<file path="src/design/fu_cfg.svh">
// Contract
// [RULE1] unlock key register is write-only, reads zero
// [RULE2] key writes only open the start gate
// [RULE3] target address is 32-bit read/write, resets zero
// [RULE4] page erase ignores address bits 11:0
// [RULE5] row program ignores address bits 8:0
// [RULE6] word program ignores address bits 1:0
// [RULE7] quad-word program ignores address bits 3:0
// [RULE8] other operation codes never use the address
// [RULE9] address cleared by power-on reset only
// [RULE10] keys are parameters; bad sequence rejects start
`ifndef FU_CFG_SVH
`define FU_CFG_SVH

// register offsets on the local register port
`define FU_OFF_KEY 4'h0
`define FU_OFF_ADDR 4'h4
`define FU_OFF_CTL 4'h8

// operation control register field positions
`define FU_CTL_OP_LSB 0
`define FU_CTL_OP_MSB 3
`define FU_CTL_BUSY_BIT 4
`define FU_CTL_UNLK_BIT 5
`define FU_CTL_ERR_BIT 6
`define FU_CTL_GO_BIT 7

// reset values
`define FU_ADDR_RST 32'h0000_0000
`define FU_ZERO_WORD 32'h0000_0000

// number of low address bits dropped per operation
`define FU_PAGE_IGN 12
`define FU_ROW_IGN 9
`define FU_WORD_IGN 2
`define FU_QUAD_IGN 4

// operation select encodings
`define FU_OPC_NOP 4'h0
`define FU_OPC_WORD 4'h1
`define FU_OPC_QUAD 4'h2
`define FU_OPC_ROW 4'h3
`define FU_OPC_PAGE 4'h4

// default unlock keys, arbitrary values
`define FU_KEY_FIRST_DFLT 32'h1234_5678
`define FU_KEY_SECOND_DFLT 32'h8765_4321

`endif

</file>
<file path="src/design/fu_pkg.sv">
package fu_pkg;
`include "fu_cfg.svh"

  typedef enum logic [3:0] {
    FU_OP_NOP = `FU_OPC_NOP,
    FU_OP_WORD = `FU_OPC_WORD,
    FU_OP_QUAD = `FU_OPC_QUAD,
    FU_OP_ROW = `FU_OPC_ROW,
    FU_OP_PAGE = `FU_OPC_PAGE
  } fu_op_t;

  typedef enum logic [1:0] {
    FU_KS_IDLE = 2'b00,
    FU_KS_FIRST = 2'b01,
    FU_KS_OPEN = 2'b10
  } fu_key_st_t;

  typedef struct packed {
    fu_key_st_t st;
  } fu_key_state_t;

  typedef struct packed {
    logic [31:0] addr;
    logic [3:0] op;
    logic busy;
    logic err;
    logic go;
    logic [3:0] go_op;
    logic [31:0] go_addr;
    logic go_used;
    logic [31:0] rdata;
  } fu_regs_state_t;

  // operations that read the target address at all
  function automatic logic fu_op_uses_addr(input logic [3:0] op);
    fu_op_uses_addr = (op == FU_OP_PAGE) || (op == FU_OP_ROW) ||
                      (op == FU_OP_WORD) || (op == FU_OP_QUAD);
  endfunction

  // mask of the low address bits that the operation disregards
  function automatic logic [31:0] fu_ign_mask(input logic [3:0] op);
    logic [31:0] one;
    one = 32'h0000_0001;
    case (op)
      FU_OP_PAGE: fu_ign_mask = (one << `FU_PAGE_IGN) - one;
      FU_OP_ROW: fu_ign_mask = (one << `FU_ROW_IGN) - one;
      FU_OP_WORD: fu_ign_mask = (one << `FU_WORD_IGN) - one;
      FU_OP_QUAD: fu_ign_mask = (one << `FU_QUAD_IGN) - one;
      default: fu_ign_mask = 32'hffff_ffff;
    endcase
  endfunction

endpackage

</file>
<file path="src/design/fu_keychk.sv">
`timescale 1ns/100ps
`include "fu_cfg.svh"
module fu_keychk #(
  parameter logic [31:0] KEY_FIRST = `FU_KEY_FIRST_DFLT,
  parameter logic [31:0] KEY_SECOND = `FU_KEY_SECOND_DFLT
) (
  // clock and resets
  input wire logic core_clk,
  input wire logic rst_n,
  input wire logic soft_rst,
  // key writes and start attempts
  input wire logic key_wr,
  input wire logic [31:0] key_data,
  input wire logic consume,
  // gate state
  output logic unlocked
);
  import fu_pkg::*;

  fu_key_state_t cur_ff;
  fu_key_state_t nxt_ff;

  always_comb begin
    nxt_ff = cur_ff;
    if (soft_rst) begin
      nxt_ff.st = FU_KS_IDLE;
    end else if (key_wr) begin
      // any wrong value drops back; a first key restarts the pair, except straight after a first key, where it drops back too
      case (cur_ff.st)
        FU_KS_IDLE: nxt_ff.st = (key_data == KEY_FIRST) ? FU_KS_FIRST : FU_KS_IDLE; // RULE10
        FU_KS_FIRST: nxt_ff.st = (key_data == KEY_SECOND) ? FU_KS_OPEN : FU_KS_IDLE; // RULE10
        FU_KS_OPEN: nxt_ff.st = (key_data == KEY_FIRST) ? FU_KS_FIRST : FU_KS_IDLE; // RULE10
        default: nxt_ff.st = FU_KS_IDLE;
      endcase
    end else if (consume) begin
      // one opening allows exactly one start attempt
      nxt_ff.st = FU_KS_IDLE; // RULE2
    end
  end

  always_ff @(posedge core_clk or negedge rst_n) begin
    if (!rst_n) begin
      cur_ff <= '{st: FU_KS_IDLE};
    end else begin
      cur_ff <= nxt_ff;
    end
  end

  assign unlocked = (cur_ff.st == FU_KS_OPEN);
endmodule

</file>
<file path="src/design/fu_regs.sv">
// The register addresses and the strobed register port are this design's own decisions.
`timescale 1ns/100ps
`include "fu_cfg.svh"
module fu_regs #(
  parameter logic [31:0] KEY_FIRST = `FU_KEY_FIRST_DFLT,
  parameter logic [31:0] KEY_SECOND = `FU_KEY_SECOND_DFLT
) (
  // clock and power-on reset
  input wire logic core_clk,
  input wire logic rst_n,
  // any other reset source, synchronous, leaves the target address alone
  input wire logic soft_rst,
  // register port
  input wire logic [3:0] reg_addr,
  input wire logic [31:0] reg_wdata,
  input wire logic reg_wr,
  input wire logic reg_rd,
  output logic [31:0] reg_rdata,
  // towards the erase and program sequencer
  output logic flash_start,
  output logic [3:0] flash_op,
  output logic [31:0] flash_addr,
  output logic flash_addr_used,
  output logic flash_busy,
  input wire logic flash_done
);
  import fu_pkg::*;

  localparam fu_regs_state_t REGS_RST = '{
    addr: `FU_ADDR_RST,
    op: FU_OP_NOP,
    busy: 1'b0,
    err: 1'b0,
    go: 1'b0,
    go_op: FU_OP_NOP,
    go_addr: `FU_ZERO_WORD,
    go_used: 1'b0,
    rdata: `FU_ZERO_WORD
  };

  fu_regs_state_t cur_ff;
  fu_regs_state_t nxt_ff;

  logic key_wr;
  logic addr_wr;
  logic ctl_wr;
  logic go_req;
  logic unlocked;
  logic [3:0] new_op;
  logic [31:0] ctl_rd;

  assign key_wr = reg_wr && (reg_addr == `FU_OFF_KEY) && !soft_rst;
  assign addr_wr = reg_wr && (reg_addr == `FU_OFF_ADDR) && !soft_rst;
  assign ctl_wr = reg_wr && (reg_addr == `FU_OFF_CTL) && !soft_rst;
  assign go_req = ctl_wr && reg_wdata[`FU_CTL_GO_BIT];
  assign new_op = reg_wdata[`FU_CTL_OP_MSB:`FU_CTL_OP_LSB];

  // key values never reach a register; they only walk the gate
  fu_keychk #(
    .KEY_FIRST(KEY_FIRST),
    .KEY_SECOND(KEY_SECOND)
  ) u_keychk (
    .core_clk(core_clk),
    .rst_n(rst_n),
    .soft_rst(soft_rst),
    .key_wr(key_wr), // RULE2
    .key_data(reg_wdata),
    .consume(go_req),
    .unlocked(unlocked)
  );

  always_comb begin
    ctl_rd = `FU_ZERO_WORD;
    ctl_rd[`FU_CTL_OP_MSB:`FU_CTL_OP_LSB] = cur_ff.op;
    ctl_rd[`FU_CTL_BUSY_BIT] = cur_ff.busy;
    ctl_rd[`FU_CTL_UNLK_BIT] = unlocked;
    ctl_rd[`FU_CTL_ERR_BIT] = cur_ff.err;
  end

  always_comb begin
    nxt_ff = cur_ff;
    nxt_ff.go = 1'b0;
    nxt_ff.rdata = `FU_ZERO_WORD;
    if (soft_rst) begin
      // soft resets clear control state but the target address survives
      nxt_ff = REGS_RST;
      nxt_ff.addr = cur_ff.addr; // RULE9
    end else begin
      if (reg_rd) begin
        if (reg_addr == `FU_OFF_KEY) begin
          nxt_ff.rdata = `FU_ZERO_WORD; // RULE1
        end else if (reg_addr == `FU_OFF_ADDR) begin
          nxt_ff.rdata = cur_ff.addr; // RULE3
        end else if (reg_addr == `FU_OFF_CTL) begin
          nxt_ff.rdata = ctl_rd;
        end else begin
          nxt_ff.rdata = `FU_ZERO_WORD;
        end
      end
      if (addr_wr) begin
        nxt_ff.addr = reg_wdata; // RULE3
      end
      if (cur_ff.busy && flash_done) begin
        nxt_ff.busy = 1'b0;
      end
      if (ctl_wr) begin
        nxt_ff.op = new_op;
        if (reg_wdata[`FU_CTL_ERR_BIT]) begin
          nxt_ff.err = 1'b0;
        end
      end
      if (go_req) begin
        // a done in the same cycle does not yet free the sequencer
        if (unlocked && !cur_ff.busy) begin
          nxt_ff.go = 1'b1; // RULE2
          nxt_ff.busy = 1'b1;
          nxt_ff.go_op = new_op;
          // low bits are dropped here so the sequencer never sees them
          nxt_ff.go_addr = cur_ff.addr & ~fu_ign_mask(new_op); // RULE4 RULE5 RULE6 RULE7 RULE8
          nxt_ff.go_used = fu_op_uses_addr(new_op); // RULE8
        end else begin
          // set after the clear, so a refused start is never lost
          nxt_ff.err = 1'b1; // RULE10
        end
      end
    end
  end

  always_ff @(posedge core_clk or negedge rst_n) begin
    if (!rst_n) begin
      cur_ff <= REGS_RST;
    end else begin
      cur_ff <= nxt_ff;
    end
  end

  assign reg_rdata = cur_ff.rdata;
  assign flash_start = cur_ff.go;
  assign flash_op = cur_ff.go_op;
  assign flash_addr = cur_ff.go_addr;
  assign flash_addr_used = cur_ff.go_used;
  assign flash_busy = cur_ff.busy;
endmodule

</file>
<file path="config.mk">
export PLATFORM = sky130hd
export DESIGN_NAME = fu_regs
export DESIGN_NICKNAME = d
export VERILOG_FILES = /design/src/design/fu_pkg.sv /design/src/design/fu_keychk.sv /design/src/design/fu_regs.sv
export VERILOG_INCLUDE_DIRS = /design/src /design/src/design
export SDC_FILE = /design/constraint.sdc
export NUM_CORES = 1
export LEC_CHECK = 0
export ABC_CLOCK_PERIOD_IN_PS = 2400
export BUFFER_PORTS_ARGS = -buffer_cell sky130_fd_sc_hd__buf_2
export CAP_MARGIN = 15
export CELL_PAD_IN_SITES_DETAIL_PLACEMENT = 0
export CELL_PAD_IN_SITES_GLOBAL_PLACEMENT = 1
export CORE_MARGIN = 3
export CORE_UTILIZATION = 43
export DETAILED_ROUTE_END_ITERATION = 10
export MAX_ROUTING_LAYER = met4
export PLACE_DENSITY_LB_ADDON = 0.1
export SYNTH_ARGS = -nofsm -noshare
export SYNTH_HDL_FRONTEND = slang
export SYNTH_HIERARCHICAL = 1
export SYNTH_SLANG_ARGS = --single-unit
</file>
<file path="constraint.sdc">
create_clock -name core_clk -period 2.4 [get_ports core_clk]
set_input_delay 0.72 -clock core_clk [delete_from_list [all_inputs] [get_ports core_clk]]
set_output_delay 0.72 -clock core_clk [all_outputs]
set_load 0.005 [all_outputs]
</file>
Word-level counts from Yosys, hierarchy flattened:

Index checks and enable logic that the tools add are counted.

* output and inout bits: 71
* register bits after elaboration: 110
* word-level logic and storage cells: 69

* multiplexer cells: 23
* equality and inequality tests: 10
* reductions and logical operators: 23
* bitwise operators: 3

Operators with widths (count)
* 32-bit two-way mux: 6
* 32-bit case mux with 4 select lines: 1
* 76-bit two-way mux: 1
* 40-bit two-way mux: 1
* 38-bit two-way mux: 1
* 32-bit AND: 1
* 32-bit by 29-bit equality test with 1-bit output (second input constant): 1
* 32-bit equality test (second input constant): 1
* 32-bit NOT: 1
* 1-bit logical AND: 9
* 4-bit by 2-bit equality test with 1-bit output (second input constant): 2
* 4-bit by 3-bit equality test with 1-bit output (second input constant): 2
* 2-bit two-way mux: 4
* 7-bit two-way mux: 1
* 1-bit two-way mux: 6
* 2-bit nonzero test: 3
* 4-bit by 1-bit equality test with 1-bit output (second input constant): 1
* 4-bit equality test (second input constant): 1
* 4-bit zero test: 1
* 4-bit two-way mux: 1
* 2-bit case mux with 2 select lines: 1
* 2-bit AND reduction: 2
* 1-bit logical OR: 3
* 3-bit nonzero test: 1
* 6 further kinds: 7

Depth between registers and ports, before layout:

* word-level depth: 11
* mapped depth: 7

Modules after synthesis:

The synthesis kept the hierarchy.

Modules (own cells, without submodules)
* fu_regs: times used 1, area each 4689.5 um^2, cells an instance 372
* fu_keychk: times used 1, area each 246.5 um^2, cells an instance 25

Worst setup path before layout:

OpenSTA, ideal clock, no wires.

* kind: input port to flip-flop
* start point: input port reg_addr[1]
* end point: register u_keychk/cur_ff[0] (netlist name)
* path buffers: 0
* stages on the path: 5
* setup time: 95 ps
* arrival time: 1949 ps
* setup slack: 355 ps
* cell sequence: or4_1 > nor3_1 > nor4b_2 > nand3_1 > o31ai_1

* longest elaborated chain between the ends: 5

Ends and longest elaborated chain
* start, declared: line fu_regs.sv:14 `input wire logic [3:0] reg_addr,`
* 4-bit zero test (no line) (*)
* 1-bit logical AND (*) (2 in a row): line fu_regs.sv:52 `` assign key_wr = reg_wr && (reg_addr == `FU_OFF_KEY) && !soft_rst; ``
* net key_wr: line fu_regs.sv:44 `logic key_wr;`
* 2-bit two-way mux: line fu_keychk.sv:27 `end else if (key_wr) begin`
* 2-bit two-way mux: line fu_keychk.sv:25 `if (soft_rst) begin`
* end signal, assigned: line fu_keychk.sv:43 `cur_ff <= '{st: FU_KS_IDLE};`
* end signal, assigned: line fu_keychk.sv:45 `cur_ff <= nxt_ff;`
* end, declared: line fu_keychk.sv:20 `fu_key_state_t cur_ff;`

The timed path passes the listed nets; every way through them passes the cells marked *.
A chain may end at the register's enable or synchronous reset.

Worst setup path in the final report:

Ends and elaborated chain as after synthesis.

==> impl_metrics.csv <==
group,metric,value,unit
sta,hold_viol,0,
global_routing,grt_pass1_vias,3330,
worst_setup_path,crit_path_max_fanout,4,
die,dieHeight,113.1,um
synthesis,synth_top_area_frac,0.5475,
die,core_area,11030,um^2
worst_setup_path,start_kind,"primary input",
flow_run,drv_cap,0,
global_routing,grt_max_degree,51,
outcome,status,"finished clean",
die,ios,113,
worst_setup_path,crit_path_end_kind,"flop",
sta,period_needed,2.250,ns
die,dieArea,12800,um^2
synthesis,syn_avg_cell_area,12.43,um^2
synthesis,syn_inst,397,
power_and_ir_drop,peakVddDrop,412.0,uV
power_and_ir_drop,p_per_area,703.6,nW/um^2
power_and_ir_drop,pwr-share-seq,0.514,
synthesis,synth_seq_cells,108,
route,wl_met3,619,um
clocking,post_cts_resized,0,
clocking,clkTransAtPathRegs,0.07,ns
route,drt-total-wl,11580,um
route,drt_iter0_drc,230,
worst_setup_path,rr_endpoint,"flash_addr[8]$_DFFE_PN0P_",
sta,slew_viol_final,0,
sta,fin_crit_sh,0.9375,
worst_setup_path,crit_required,2.63,ns
clocking,cts_hold_buf,0,
placement,dpl_cell_area,5230,um^2
route,drc,0,
finish,layout-drive-gt1-share,0.4141,
worst_setup_path,reg2reg_from,"u_keychk/cur_ff[0]$_DFFE_PN0P_",
finish,nFillCells,1009,
worst_setup_path,r2r_cells,6,
sta,max_freq,0.4444,GHz
clocking,cts_max_level,3,
sta,fin_skew,0.005596,ns
die,rows,38,
route,drt_first_pass_iters,4,
global_routing,antenna_found_initial,0,
clocking,cts_buffers,9,
synthesis,synth.cell_area,4936,um^2
finish,syn_to_final_growth,12.42,%
clocking,cts_root_buffer,"clkbuf_16",
synthesis,synth_edf_count,0,
route,via_per_inst,5.345,
power_and_ir_drop,combPwrFrac,0.083,
route,ant_nets,0,
clocking,cts_tree,"built",
power_and_ir_drop,leakage,0.002791,uW
power_and_ir_drop,clkPwrFrac,0.402,
placement,hpwl,8283,um
global_routing,grt_pass1_wl,18490,um
power_and_ir_drop,p_switching,878.1,uW
sta,whs,0.2091,ns
clocking,clk_latency,0.34,ns
global_routing,gr-usage-all-layers,0.1933,
finish,layout_common_cells,"buf_2 (109), dfrtp_1 (108), mux2_2 (32), and2_1 (26), nand4_1 (18)",
synthesis,async_flop_share,1.000,
worst_setup_path,worstPathArrival,2.48,ns
placement,port_buffers,110,
route,via_count,3175,
clocking,post-cts-setup-buffers,0,
route,highest_layer,"met4",
route,met1_length,5484,um
placement,post-place-ws,-0.1585,ns
synthesis,yosysTopAreaCell,"dfrtp_1",
placement,place_congestion,0.8277,
sta,final.setup.tns,0,ns
sta,rsz0062_at_grt,"false",
sta,worst_pin_slew,0.5461,ns
worst_setup_path,reg2reg_slack,0.67,ns
clocking,cts_max_path_buffers,2,
worst_setup_path,worstSetupPathType,"in -> reg",
clocking,clock_sinks,108,
finish,final_common_cell,"buf_2",
route,wl_met2,5383,um
synthesis,synthTopCellsByArea,"dfrtp_1 (55%), buf_4 (10%), mux2_2 (7.3%)",
route,wl_per_cell,19.49,um
synthesis,yosysSeqAreaShare,0.5475,
synthesis,yosys_warnings,6,
global_routing,overflow,0,
synthesis,synth_cell_types,48,
worst_hold_path,hold_path.class,"in -> async",
finish,num_antenna_cells,0,
die,dieWidth,113.1,um
sta,finalSetupViolCount,0,
power_and_ir_drop,intPower,3026,uW
finish,final_nets,491,
die,initial_core_util,0.4475,
synthesis,synth_ff_type,"dfrtp_1",
sta,setup_slack,0.1500,ns
power_and_ir_drop,swShare,0.2249,
sta,maxSlewHeadroom,0.6344,
finish,final_cell_area,5549,um^2
## cell type report
| type | instances | area [um^2] | share of cell area |
|---|---|---|---|
| Clock buffer | 12 | 246.5 | 0.04442 |
| Clock inverter | 4 | 72.57 | 0.01308 |
| Inverter | 5 | 18.77 | 0.003382 |
| Multi-Input combinational cell | 198 | 1615 | 0.2911 |
| Sequential cell | 108 | 2703 | 0.4870 |
| Tap cell | 140 | 175.2 | 0.03157 |
| Timing Repair Buffer | 127 | 718.2 | 0.1294 |
## cell families after synthesis
logic type / after synthesis / synth area share
AOI/OAI and AO/OA: 54 / 0.08973
DFF: 108 / 0.5475
buffers and inverters: 92 / 0.1283
other: 1 / 0.0007597
and+or+nand+nor: 107 / 0.1549
muxes: 34 / 0.07706
xor gates and xnor gates: 1 / 0.001775
## power by group through the flow
stage,Clock [uW],Sequential [uW],Combinational (uW)
floorplan,0,2010,184
global placement,0,2040,323
detailed placement,0,2040,330
CTS,1610,2010,331
global route,1690,2020,361
finish,1570,2010,326
## Yosys cell counts, drive strengths merged (3+ instances only)
cell type,number
clkbuf,12
a22oi,7
a22o,9
nor4b,7
and2,26
nand2,8
nor4bb,3
nand3,6
nor2,9
dfrtp,108
o21ai,6
nor2b,10
mux2,32
a21oi,4
buf,75
a32o,8
inv,5
nand4,19
o2bb2ai,16
## worst max path at each step
stage / startpoint / end / depth (start not counted)
global placement: reg_addr[1] / u_keychk/cur_ff[0]$_DFFE_PN0P_ / 6
floorplan: reg_addr[1] / u_keychk/cur_ff[0]$_DFFE_PN0P_ / 5
global route: reg_addr[1] / u_keychk/cur_ff[0]$_DFFE_PN0P_ / 6
detailed placement: reg_addr[1] / u_keychk/cur_ff[0]$_DFFE_PN0P_ / 6
CTS: reg_addr[1] / u_keychk/cur_ff[0]$_DFFE_PN0P_ / 6
finish: reg_addr[1] / u_keychk/cur_ff[0]$_DFFE_PN0P_ / 6
## metal layers
layer  vias up  GRT usage
met5         -          -
met4         0    0.06010
met3         6    0.02995
met2        98     0.2832
met1      1614     0.2785
li1       1457          -
## state kept, by name (all words and copies together) (netlist names)
name / flops
flash_op: 4
ctl_rd: 5
flash_addr_used: 1
u_keychk/cur_ff: 2
cur_ff: 32
reg_rdata: 32
flash_busy: 1
flash_start: 1
flash_addr: 30
## worst max-delay path: stages
cell	delay, ns
buf_2	0.14
or4_1	0.56
nor3_1	0.31
nor4b_2	0.30
nand3_1	0.15
o31ai_1	0.29
## through the flow
| stage | std cells | power, uW | util |
|---|---|---|---|
| finish | 594 | 3904 | 0.5031 |
| global route | 594 | 4070 | 0.5031 |
| CTS | 594 | 3946 | 0.5031 |
| detailed placement | 578 | 2372 | 0.4741 |
| global placement | 578 | 2361 | 0.4741 |
| floorplan | 398 | 2195 | - |
Power figures use the tool's default switching activity.
